`src/smd_pkg.sv`:
```
// Shared constants and types for the sequential multiplier/divider
package smd_pkg;

   localparam int SMD_W = 8;
   localparam int SMD_DW = 16;
   localparam int SMD_CNT_W = 4;

   // Instruction codes presented on instruction_code
   localparam logic [2:0] OP_MUL = 3'h0;
   localparam logic [2:0] OP_NMUL = 3'h1;
   localparam logic [2:0] OP_MACC = 3'h2;
   localparam logic [2:0] OP_NMACC = 3'h3;
   localparam logic [2:0] OP_DIV = 3'h4;
   localparam logic [2:0] OP_FRAC = 3'h5;
   localparam logic [2:0] OP_INT = 3'h6;
   localparam logic [2:0] OP_READ = 3'h7;

   // Reset and idle values
   localparam logic [7:0] BYTE_ZERO = 8'h00;
   localparam logic [2:0] CODE_IDLE = 3'h0;
   localparam logic [SMD_CNT_W-1:0] CNT_ZERO = 4'h0;
   localparam logic [SMD_CNT_W-1:0] CNT_ONE = 4'h1;

   // Timing, in ns, and derived clock counts (least times round up)
   localparam int CLK_PERIOD_NS = 40;
   localparam int MUL_TIME_NS = 160;
   localparam int DIV_INT_TIME_NS = 360;
   localparam int MUL_CYCLES = (MUL_TIME_NS + CLK_PERIOD_NS - 1) / CLK_PERIOD_NS;
   localparam int DIV_INT_CYCLES = (DIV_INT_TIME_NS + CLK_PERIOD_NS - 1) / CLK_PERIOD_NS;
   localparam int DIV_FRAC_CYCLES = DIV_INT_CYCLES - 1;
   localparam logic [SMD_CNT_W-1:0] MUL_LAST = SMD_CNT_W'(MUL_CYCLES - 1);
   localparam logic [SMD_CNT_W-1:0] DIV_INT_LAST = SMD_CNT_W'(DIV_INT_CYCLES - 1);
   localparam logic [SMD_CNT_W-1:0] DIV_FRAC_LAST = SMD_CNT_W'(DIV_FRAC_CYCLES - 1);

   // Sequencer states
   typedef enum logic [3:0] {
      ST_IDLE = 4'h0,
      ST_XLD = 4'h1,
      ST_ZLD = 4'h2,
      ST_WLD = 4'h3,
      ST_MUL = 4'h4,
      ST_DIV = 4'h5,
      ST_MEND = 4'h8,
      ST_DEND = 4'ha
   } smd_state_e;

endpackage
```
`src/smd_core.sv`:
```
// Sequential 8-bit two's-complement multiplier/divider with accumulator
// Notes on behaviour
// RL1: Multiplier or divisor is the current first-rank held operand.
// RL2: Accumulate-high adds prior upper half, sign-extended, at the low end.
// RL3: Single-length operand used as full length is sign-extended.
// RL4: Code 5 loads operand fractional, code 6 integer; mode is latched.
// RL5: Fractional division takes one clock less than integer division.
// RL6: Host loads zero upper half before single-length sign-extended divide.
// RL7: Signed 8-bit multiply; accumulation costs no extra clocks.
// RL8: Single- or double-length addend; held operand reusable as constant.
// RL9: Positive and negated multiply take equal clocks.
// RL10: Divide full accumulator; quotient to upper, remainder to lower.
// RL11: Remainder sign always follows the dividend sign.
// RL12: Dividend may be any prior result or freshly loaded operand.
// RL13: Strobe low with code 7 reads result onto the shared bus.
// RL14: Read gives upper half first, then lower half on continued code 7.
// RL15: Read during operand loading abandons it and returns to state 0.
// RL16: Repeated reads in state 0 swap the accumulator halves.
// RL17: Active-low direct reset initialises the sequencer.
// RL18: Held code 7 reaches state 0 within 13 clocks from anywhere.
// RL19: Integer mode: LSB weighs one, 16-bit and 8-bit signed ranges.
// RL20: Fractional mode: MSB weighs minus one, results rescaled.
// RL21: Fractional product LSB is zero unless addend supplies it.
// RL22: Mode stays as selected through a chained sequence.
// RL23: Host changes instruction code only while the clock is high.
// RL24: States 0,1,2,3,8,10 wait while strobe is high.
// RL25: Overflow cleared at each operation start, set on range escape.
// RL26: Without a new operand the previous held value is used.
// RL27: Everything acts on the rising clock edge.
// RL28: Bus driven only in read cycles, released otherwise.
module smd_core
(
   // Clock and reset
   input wire logic clock,
   input wire logic rst,
   input wire logic direct_reset_n,
   // Host control
   input wire logic issue_strobe_n,
   input wire logic [2:0] instruction_code,
   // Shared data bus
   input wire logic [smd_pkg::SMD_W-1:0] bus_in,
   output logic [smd_pkg::SMD_W-1:0] bus_out,
   output logic bus_oe_n,
   // Status
   output logic overflow_flag
);
   import smd_pkg::*;

   ////////////////////////////////////////////////////////////////////////
   // Functions

   function automatic logic [SMD_DW-1:0] sext16(input logic [SMD_W-1:0] v);
      return {{SMD_W{v[SMD_W-1]}}, v};
   endfunction

   // Returns {overflow, result}
   function automatic logic [SMD_DW:0] mul_acc(input logic [SMD_W-1:0] a,
      input logic [SMD_W-1:0] b, input logic [SMD_DW-1:0] add,
      input logic neg, input logic frac);
      logic signed [17:0] p;
      logic signed [17:0] s;
      p = $signed({{10{a[7]}}, a}) * $signed({{10{b[7]}}, b});
      if (frac)
         p = p <<< 1; // [RL20] [RL21]
      if (neg)
         p = -p; // [RL9]
      s = p + $signed({{2{add[15]}}, add});
      return {(s[17:15] != 3'h0) && (s[17:15] != 3'h7), s[15:0]}; // [RL25]
   endfunction

   // Returns {overflow, quotient, remainder}
   function automatic logic [SMD_DW:0] div_op(input logic [SMD_DW-1:0] d,
      input logic [SMD_W-1:0] x, input logic frac);
      logic signed [17:0] dd;
      logic signed [17:0] dv;
      logic signed [17:0] q;
      logic signed [17:0] r;
      dd = $signed({{2{d[15]}}, d});
      dv = $signed({{10{x[7]}}, x});
      if (frac)
         dv = dv <<< 1; // [RL20]
      if (dv == 18'sh0)
         return {1'b1, 8'h7f, BYTE_ZERO};
      q = dd / dv;
      r = dd % dv; // [RL11]
      if (frac)
         r = r >>> 1;
      return {(q[17:7] != 11'h000) && (q[17:7] != 11'h7ff), q[7:0], r[7:0]}; // [RL25]
   endfunction

   ////////////////////////////////////////////////////////////////////////
   // Pin synchronisers

   logic [2:0] code_s1_r;
   logic [2:0] code_s2_r;
   logic go_n_s1_r;
   logic go_n_s2_r;
   logic mr_n_s1_r;
   logic mr_n_s2_r;
   logic [SMD_W-1:0] bus_s1_r;
   logic [SMD_W-1:0] bus_s2_r;

   always_ff @(posedge clock or posedge rst)
   begin
      if (rst)
      begin
         code_s1_r <= CODE_IDLE;
         code_s2_r <= CODE_IDLE;
         go_n_s1_r <= 1'b1;
         go_n_s2_r <= 1'b1;
         mr_n_s1_r <= 1'b1;
         mr_n_s2_r <= 1'b1;
         bus_s1_r <= BYTE_ZERO;
         bus_s2_r <= BYTE_ZERO;
      end
      else
      begin
         code_s1_r <= instruction_code; // [RL23]
         code_s2_r <= code_s1_r;
         go_n_s1_r <= issue_strobe_n;
         go_n_s2_r <= go_n_s1_r;
         mr_n_s1_r <= direct_reset_n;
         mr_n_s2_r <= mr_n_s1_r;
         bus_s1_r <= bus_in;
         bus_s2_r <= bus_s1_r;
      end
   end

   logic go;
   logic dr_clr;
   assign go = !go_n_s2_r;
   assign dr_clr = !mr_n_s2_r;

   ////////////////////////////////////////////////////////////////////////
   // Held operand

   logic ld_x;
   logic [SMD_W-1:0] x1;

   smd_operand_hold u_hold
   (
      .clock(clock),
      .rst(rst),
      .load(ld_x),
      .load_data(bus_s2_r),
      .held_first_rank_operand(x1)
   );

   ////////////////////////////////////////////////////////////////////////
   // Sequencer decode

   smd_state_e state_r;
   smd_state_e state_nxt;
   logic [SMD_CNT_W-1:0] cnt_r;
   logic frac_r;
   logic [SMD_W-1:0] z_r;
   logic [SMD_W-1:0] w_r;
   logic start_mul;
   logic start_div;
   logic do_read;
   logic ld_z;
   logic ld_w;
   logic wait_state;

   assign wait_state = (state_r == ST_IDLE) || (state_r == ST_XLD) || (state_r == ST_ZLD)
      || (state_r == ST_WLD) || (state_r == ST_MEND) || (state_r == ST_DEND);

   always_comb
   begin
      state_nxt = state_r;
      start_mul = 1'b0;
      start_div = 1'b0;
      do_read = 1'b0;
      ld_x = 1'b0;
      ld_z = 1'b0;
      ld_w = 1'b0;
      case (state_r)
         ST_IDLE, ST_XLD, ST_ZLD, ST_WLD, ST_MEND, ST_DEND:
         begin
            if (go) // [RL24]
            begin
               case (code_s2_r)
                  OP_READ:
                  begin
                     do_read = 1'b1; // [RL13]
                     state_nxt = ST_IDLE; // [RL15]
                  end
                  OP_DIV:
                  begin
                     start_div = 1'b1;
                     state_nxt = ST_DIV;
                  end
                  OP_FRAC, OP_INT:
                  begin
                     if ((state_r == ST_XLD || state_r == ST_ZLD || state_r == ST_WLD)
                         && code_s2_r == OP_FRAC)
                     begin
                        start_div = 1'b1;
                        state_nxt = ST_DIV;
                     end
                     else if (state_r == ST_XLD)
                     begin
                        ld_z = 1'b1;
                        state_nxt = ST_ZLD;
                     end
                     else if (state_r == ST_ZLD || state_r == ST_WLD)
                     begin
                        ld_w = 1'b1;
                        state_nxt = ST_WLD;
                     end
                     else
                     begin
                        ld_x = 1'b1; // [RL4]
                        state_nxt = ST_XLD;
                     end
                  end
                  default:
                  begin
                     start_mul = 1'b1;
                     state_nxt = ST_MUL;
                  end
               endcase
            end
         end
         ST_MUL:
         begin
            if (cnt_r == CNT_ZERO)
               state_nxt = ST_MEND;
         end
         ST_DIV:
         begin
            if (cnt_r == CNT_ZERO)
               state_nxt = ST_DEND;
         end
         default:
            state_nxt = ST_IDLE;
      endcase
   end

   always_ff @(posedge clock or posedge rst) // [RL27]
   begin
      if (rst)
         state_r <= ST_IDLE;
      else if (dr_clr)
         state_r <= ST_IDLE; // [RL17]
      else
         state_r <= state_nxt;
   end

   // Same count for positive, negated and accumulating multiply
   always_ff @(posedge clock or posedge rst)
   begin
      if (rst)
         cnt_r <= CNT_ZERO;
      else if (dr_clr)
         cnt_r <= CNT_ZERO;
      else if (start_mul)
         cnt_r <= MUL_LAST; // [RL7] [RL9]
      else if (start_div)
         cnt_r <= frac_r ? DIV_FRAC_LAST : DIV_INT_LAST; // [RL5]
      else if (cnt_r != CNT_ZERO)
         cnt_r <= cnt_r - CNT_ONE;
   end

   // Mode changes only when an operand is loaded with code 5 or 6
   always_ff @(posedge clock or posedge rst)
   begin
      if (rst)
         frac_r <= 1'b0;
      else if (ld_x)
         frac_r <= (code_s2_r == OP_FRAC); // [RL4] [RL19] [RL22]
   end

   ////////////////////////////////////////////////////////////////////////
   // Arithmetic operands

   logic acc_code;
   logic [SMD_DW-1:0] addend;
   logic [SMD_DW-1:0] dividend;
   logic [SMD_DW:0] mul_res;
   logic [SMD_DW:0] div_res;

   assign acc_code = (code_s2_r == OP_MACC) || (code_s2_r == OP_NMACC);

   always_comb
   begin
      addend = {z_r, w_r}; // [RL8]
      dividend = {z_r, w_r}; // [RL10] [RL12]
      case (state_r)
         ST_ZLD:
         begin
            addend = acc_code ? sext16(z_r) : {z_r, BYTE_ZERO}; // [RL2]
            dividend = sext16(z_r); // [RL3]
         end
         ST_WLD:
         begin
            addend = acc_code ? sext16(w_r) : {z_r, w_r}; // [RL3]
            dividend = sext16(w_r); // [RL6]
         end
         default:
         begin
            addend = acc_code ? {z_r, w_r} : {BYTE_ZERO, BYTE_ZERO}; // [RL7]
            dividend = sext16(z_r);
         end
      endcase
      if (code_s2_r == OP_DIV)
         dividend = {z_r, w_r}; // [RL10]
   end

   // Held operand used whether or not a fresh one was loaded
   assign mul_res = mul_acc(x1, bus_s2_r, addend, code_s2_r[0], frac_r); // [RL1] [RL26]
   assign div_res = div_op(dividend, x1, frac_r); // [RL1] [RL26]

   ////////////////////////////////////////////////////////////////////////
   // Accumulator, overflow and results

   logic [SMD_W-1:0] pend_z_r;
   logic [SMD_W-1:0] pend_w_r;
   logic pend_ovf_r;
   logic op_done;

   assign op_done = (state_r == ST_MUL || state_r == ST_DIV) && cnt_r == CNT_ZERO;

   always_ff @(posedge clock or posedge rst)
   begin
      if (rst)
      begin
         pend_z_r <= BYTE_ZERO;
         pend_w_r <= BYTE_ZERO;
         pend_ovf_r <= 1'b0;
      end
      else if (start_mul)
      begin
         {pend_ovf_r, pend_z_r, pend_w_r} <= mul_res;
      end
      else if (start_div)
      begin
         {pend_ovf_r, pend_z_r, pend_w_r} <= div_res; // [RL10]
      end
   end

   always_ff @(posedge clock or posedge rst)
   begin
      if (rst)
      begin
         z_r <= BYTE_ZERO;
         w_r <= BYTE_ZERO;
      end
      else if (op_done)
      begin
         z_r <= pend_z_r;
         w_r <= pend_w_r;
      end
      else if (do_read)
      begin
         z_r <= w_r; // [RL14] [RL16]
         w_r <= z_r;
      end
      else if (ld_z)
         z_r <= bus_s2_r;
      else if (ld_w)
         w_r <= bus_s2_r;
   end

   always_ff @(posedge clock or posedge rst)
   begin
      if (rst)
         overflow_flag <= 1'b0;
      else if (dr_clr || start_mul || start_div)
         overflow_flag <= 1'b0; // [RL25]
      else if (op_done)
         overflow_flag <= pend_ovf_r; // [RL25]
   end

   // Bus driven for exactly one cycle per read taken
   always_ff @(posedge clock or posedge rst)
   begin
      if (rst)
      begin
         bus_out <= BYTE_ZERO;
         bus_oe_n <= 1'b1;
      end
      else
      begin
         bus_oe_n <= !(do_read && !dr_clr); // [RL28]
         if (do_read)
            bus_out <= z_r; // [RL13] [RL14]
      end
   end
endmodule // smd_core

```
`src/smd_operand_hold.sv`:
```
// First-rank hold register for the multiplier/divisor operand
module smd_operand_hold
(
   // Clock and reset
   input wire logic clock,
   input wire logic rst,
   // Load side
   input wire logic load,
   input wire logic [smd_pkg::SMD_W-1:0] load_data,
   // Held value
   output logic [smd_pkg::SMD_W-1:0] held_first_rank_operand
);
   import smd_pkg::*;

   // Keeps its value until a new operand arrives
   always_ff @(posedge clock or posedge rst)
   begin
      if (rst)
      begin
         held_first_rank_operand <= BYTE_ZERO;
      end
      else if (load)
      begin
         held_first_rank_operand <= load_data;
      end
   end

endmodule // smd_operand_hold

```
`config.mk`:
```
export PLATFORM = sky130hd
export DESIGN_NAME = smd_core
export DESIGN_NICKNAME = d
export VERILOG_FILES = /design/src/smd_pkg.sv /design/src/smd_core.sv /design/src/smd_operand_hold.sv
export SDC_FILE = /design/constraint.sdc
export NUM_CORES = 1
export LEC_CHECK = 0
export ABC_AREA = 1
export BUFFER_PORTS_ARGS = -buffer_cell sky130_fd_sc_hd__buf_2
export CAP_MARGIN = 20
export CORE_MARGIN = 1.5
export CORE_UTILIZATION = 30
export DETAILED_ROUTE_END_ITERATION = 12
export PLACE_DENSITY = 0.48
export SYNTH_ARGS = -nofsm -noshare
export SYNTH_HDL_FRONTEND = slang
export SYNTH_SLANG_ARGS = --single-unit
```
`constraint.sdc`:
```
create_clock -name clock -period 27.6 [get_ports clock]
set_clock_uncertainty 0.1 [all_clocks]
set_input_delay 2.76 -clock clock [delete_from_list [all_inputs] [get_ports clock]]
set_output_delay 2.76 -clock clock [all_outputs]
set_load 0.1 [all_outputs]
```
* After elaboration in Yosys (flattened, before gate mapping)
Cells that the tools add are included.
** Word-level totals
- Bits in registers :: 86
- Logic and storage cells :: 144
** Operators by class
- Add/subtract/negate cells :: 3
- $mul :: 1
- Div/mod/pow operators :: 2
- Equal/unequal tests :: 20
- Muxes and demuxes :: 69
- Reduce and logical (&&, ||, !) cells :: 29
** Operators by type and width (number)
- 2-to-1 mux 8 bit :: 13
- 2-to-1 mux 16 bit :: 5
- 2-to-1 mux 4 bit :: 9
- 2-to-1 mux 17 bit :: 2
- case mux 16 bit (2 select lines) :: 1
- 2-to-1 mux 1 bit :: 31
- adder 18 x 16 -> 18 bit :: 1
- divider 18 x 18 -> 18 bit :: 1
- logical NOT 18 bit :: 1
- modulo 18 x 18 -> 18 bit :: 1
- 2-to-1 mux 18 bit :: 1
- negation 17 -> 18 bit :: 1
- multiplier 8 x 8 -> 16 bit :: 1
- 2-to-1 mux 15 bit :: 1
- == test 3 bit (second input constant) :: 4
- case mux 4 bit (3 select lines) :: 1
- != test 11 bit (second input constant) :: 1
- nonzero test 11 bit :: 1
- != test 3 x 2 -> 1 bit (second input constant) :: 3
- case mux 3 bit (3 select lines) :: 1
- nonzero test 3 bit :: 3
- == test 4 x 2 -> 1 bit (second input constant) :: 2
- == test 4 x 3 -> 1 bit (second input constant) :: 2
- == test 4 bit (second input constant) :: 2
- 19 further kinds :: 35

* Logic depth before layout (Yosys ltp)
- Depth in word-level cells :: 12
- Gate-level depth with buffers :: 240
- Gate-level depth less buffers :: 235

* Modules after synthesis
From an unflattened synthesis, not the netlist that was laid out.
** Second synthesis, totals
- Cell total of the unflattened synthesis :: 2726
- Area total of the unflattened synthesis :: 17759.5 um^2
** Modules (own cells, without submodules)
- smd_core :: instances 1, cells each 2691, area an instance 17450.5 um^2
- smd_operand_hold :: instances 1, cells each 35, area an instance 309.0 um^2

* Least setup slack after synthesis
OpenSTA, ideal clock, no wires.
- Path kind :: reg2reg
- Start point :: reg frac_r
- End point :: reg pend_ovf_r
- Library setup time :: 120 ps
- Arrival :: 29310 ps
- Path slack :: -1931 ps
- Cell stages (with the launch flop) :: 224
- Path buffers :: 8
- Period minus slack after synthesis :: 29531 ps
- Cells stage by stage :: dfrtp_1 -> buf_6 -> buf_6 -> nor2_1 -> inv_1 -> ha_1 -> nor2_1 -> nand2_1 -> nand2_1 -> a21boi_1 -> nand3_2 -> nor2_1 -> nand3_1 -> inv_1 -> ha_1 -> o21a_1 -> nor2_1 -> nor3_4 -> (+188 left out) -> a211oi_1 -> nand2_1 -> inv_1 -> buf_2 -> ha_1 -> nand3_1 -> nand3b_1 -> nor2_2 -> nand3_1 -> nand2_1 -> xor2_1 -> or2_2 -> nor2_1 -> nand2_1 -> nand2_1 -> nand2_1 -> nand2_1 -> a21oi_1
** On the way
- Cells in the longest elaborated chain, start to end :: 7
- Elaborated cells between the ends (all ways) :: 17
** RTL lines
- from (decl) :: RTL line smd_core.sv:155 : logic frac_r;
- from (signal assigned) :: RTL line smd_core.sv:271 : frac_r <= (code_s2_r == OP_FRAC);
- 2-to-1 mux 8 bit / 2-to-1 mux 16 bit (equally long branches) :: RTL line smd_core.sv:80, smd_core.sv:63
- divider 18 x 18 -> 18 bit / negation 17 -> 18 bit (equally long branches) :: RTL line smd_core.sv:84, smd_core.sv:66
- != test 11 bit (tied with other cells) :: RTL line smd_core.sv:88 : return {(q[17:7] != 11'h000) && (q[17:7] != 11'h7ff), q[7:0], r[7:0]};
- logical AND 1 bit / adder 18 x 16 -> 18 bit (equally long branches) :: RTL line smd_core.sv:88, smd_core.sv:67
- 2-to-1 mux 17 bit (tied with other cells) :: RTL line smd_core.sv:84 : q = dd / dv;
- 2-to-1 mux 1 bit / logical AND 1 bit (equally long branches) :: RTL line smd_core.sv:336, smd_core.sv:68
- 2-to-1 mux 1 bit (*) :: RTL line smd_core.sv:332 : else if (start_mul)
- to (signal assigned) :: RTL line smd_core.sv:334 : {pend_ovf_r, pend_z_r, pend_w_r} <= mul_res;
- to (signal assigned) :: RTL line smd_core.sv:338 : {pend_ovf_r, pend_z_r, pend_w_r} <= div_res;
- to (decl) :: RTL line smd_core.sv:319 : logic pend_ovf_r;
Every way passes the cells marked *; elsewhere a longest branch is shown, timed or not. The select of a mux whose other input is x is not followed.
A chain may end at the register's enable or synchronous reset.

* Worst setup path after layout
Ends and elaborated chain as after synthesis.

==> flow_metrics.env <==
export IMPL_status="complete, no violations"
export IMPL_tightestPinTransition_ns=1.14
export IMPL_num_nets_final=3778
export IMPL_cp_required_ns=27.74
export IMPL_die_area_sq_um=60400
export IMPL_grt_pass1_vias=20000
export IMPL_slew_viol_final=0
export IMPL_setup_viol=0
export IMPL_placed_area_sq_um=22900
export IMPL_clk_pin_slew_ns=0.07
export IMPL_synth_compound_area_share_pct=17.6
export IMPL_cp_max_fo=8
export IMPL_synthTopCellsByCount="686 x nand2_1, 409 x inv_1, 224 x ha_1, 181 x nor2_1, 145 x a21oi_1"
export IMPL_hold_class="flip-flop to flip-flop"
export IMPL_dp_hpwl_um=46700
export IMPL_yosysMostFrequentCell="nand2_1"
export IMPL_ctsHoldBuffers=0
export IMPL_yosys_warnings=0
export IMPL_dp_cells=4010
export IMPL_final_layout_size_suffix_gt1_share_pct=40.8
export IMPL_start_kind="flip-flop"
export IMPL_grt_overflow_total=0
export IMPL_grt_max_degree=72
export IMPL_syn_avg_cell_area_sq_um=6.56
export IMPL_placement_io_buffers=24
export IMPL_num_vias=20100
export IMPL_slowest_delay_ns=0.48
export IMPL_cts_htree_levels=3
export IMPL_synthSimpleGateAreaFrac_pct=28.0
export IMPL_min_period_ns=27.54
export IMPL_gp_congestion=0.900
export IMPL_max_freq_mhz=36.3
export IMPL_coreArea_sq_um=57900
export IMPL_synthDistinctLibCells=68
export IMPL_relSlewSlack_pct=24.0
export IMPL_antenna_found_initial=0
export IMPL_clock_latency_ns=0.36
export IMPL_crit_top_cell="nand2_2"
export IMPL_synth_fa_ha_area_share_pct=22.3
export IMPL_track_usage_pct=19.8
export IMPL_synth_top_area_cell="ha_1"
export IMPL_yosysSeqAreaShare_pct=12.2
export IMPL_synth_edff_count=0
export IMPL_whs_ns=0.247
export IMPL_start_util_pct=30.5
export IMPL_async_flop_share_pct=100
export IMPL_syn_area_sq_um=17700
export IMPL_worst_slack_ns=0.0566
export IMPL_place_ws_ns=-1.55
export IMPL_rsz0062_at_grt="yes"
export IMPL_die_h_um=246
export IMPL_crit_type="flip-flop to flip-flop"
export IMPL_num_antenna_cells=0
export IMPL_fill_cells=5832
export IMPL_synth_seq_cells=86
export IMPL_die_w_um=246
export IMPL_cap_viol_max_count=0
export IMPL_routed_via_density=4.72
export IMPL_grt_pass1_wl_um=97700
export IMPL_synthMuxAreaShare_pct=0.113
export IMPL_netlist_instances=2696
export IMPL_final_area_sq_um=27300
export IMPL_area_growth_pct=54.6
export IMPL_slowest_stage="dfrtp_2"
export IMPL_synth_xor_area_share_pct=8.12
export IMPL_clock_sinks=86
export IMPL_cts_buffer_depth=2
export IMPL_worstPathArrival_ns=27.69
export IMPL_synth_top_family_by_area="simple AND/OR/NAND/NOR gates"
export IMPL_first_pass_iters=6
export IMPL_synth_top_area_share_pct=15.9
export IMPL_tritoncts_num_buffers=9
export IMPL_drt_iter0_markers=901
export IMPL_synth_ff_type="dfrtp_1"
export IMPL_cts_tree="done"
export IMPL_hold_viol=0
export IMPL_finalCritPeriodShare_pct=99.8
export IMPL_synth_area_leaders="ha_1 16%, nand2_1 15%, dfrtp_1 11%, inv_1 8.7%, fa_1 6.5%"
export IMPL_remaining_drc_errors=0
export IMPL_cts_root_buf="clkbuf_16"
export IMPL_wirelength_um=62000
export IMPL_io_pins=25
export IMPL_drtAntennaViolNets=0
export IMPL_wire_per_inst_um=14.6
export IMPL_rows=88
export IMPL_finalNonFillerCells=4252
export IMPL_cp_end_kind="flip-flop"
==> sequential cells by signal, indices dropped and copies added (netlist names), 3 cells and up <==
| signal | cells |
|---|---|
| bus_out | 8 |
| bus_s1_r | 8 |
| bus_s2_r | 8 |
| cnt_r | 4 |
| code_s1_r | 3 |
| code_s2_r | 3 |
| pend_w_r | 8 |
| pend_z_r | 8 |
| state_r | 4 |
| u_hold.held_first_rank_operand | 8 |
| w_r | 8 |
| z_r | 8 |
==> layout by cell type, fill, tap and decap left out, types with 26 or more instances in the layout <==
cell type	Yosys	final
buf_4	4	737
nand2_1	686	564
inv_1	409	365
ha_1	224	160
nor2_1	181	150
nand2_2	35	131
o21ai_0	143	110
a21oi_1	145	104
xor2_1	100	98
nand3_1	104	81
dfrtp_1	81	80
xnor2_1	62	61
ha_4	0	61
inv_2	29	59
fa_1	57	56
o21ai_2	32	54
a21oi_2	13	47
conb_1	2	47
nand3_2	26	39
buf_6	5	29
nand2_4	3	28
or2_2	33	28
o21ai_1	28	26
==> path summary, 6_finish.rpt <==
check,cells after the start,slack (ns),startpoint,to
worst max register to register,228,0.06,frac_r,pend_ovf_r
worst min register to register,0,0.25,bus_s1_r[5],bus_s2_r[5]
worst max-delay path,228,0.06,frac_r,pend_ovf_r
worst min-delay path,0,0.25,bus_s1_r[5],bus_s2_r[5]
max in group asynchronous,3,23.89,rst,frac_r
min in group asynchronous,2,2.22,rst,state_r[3]
==> cell families (layout without fill, tap and decap cells) <==
logic type,count (synthesis),in the layout
muxes,2,2
and+or+nand+nor,1143,1143
adders and majority gates,281,281
DFF,86,86
other,2,47
buffers and inverters,514,1260
xor gates and xnor gates,163,163
AOI/OAI and AO/OA,505,505
==> cell type report <==
type,count,area [sq um],share of cell area (%)
repair buffers,800,6170,22.6
flip-flops and latches,86,2160,7.90
clock inverters,6,46.3,0.169
clock buffers,10,239,0.875
inverters,444,1730,6.33
well taps,765,957,3.50
multi-input cells,2141,16000,58.6
==> critical path: cells and delay by family (launching register included) <==
family | cells | cell delay [ns]
AO/OA/AOI/OAI | 64 | 8.66
XOR/XNOR | 3 | 0.56
adder cells (fa/ha/maj) | 17 | 4.14
buffers and inverters | 49 | 4.75
flip-flops | 1 | 0.48
AND/OR/NAND/NOR | 95 | 8.72
==> layer usage <==
metal	GRT usage [%]	wire length, um	vias to the layer above
met1	25.2	27500	9448
met5	0	0	-
met4	5.68	1620	0
li1	-	-	10200
met2	35.3	30800	332
met3	1.90	2100	83
==> stage by stage <==
stage	setup TNS [ns]	util, %
after global routing	-22.43	47.2
after CTS	-0.147	43.5
final	0	47.2
after floorplan	0	-
after detailed placement	-17.78	39.6
after global placement	-6.62	39.6
==> what timing repair did <==
item | CTS | global route
cloned | 0 | 2
gates resized for setup | 179 | 366
setup endpoints to repair | 17 | 17
pin swaps | 145 | 282
setup buffers | 158 | 72
Power is left out: the tool's default activity adds up to more than one toggle a clock period on the data nets, which glitch-free logic cannot reach.
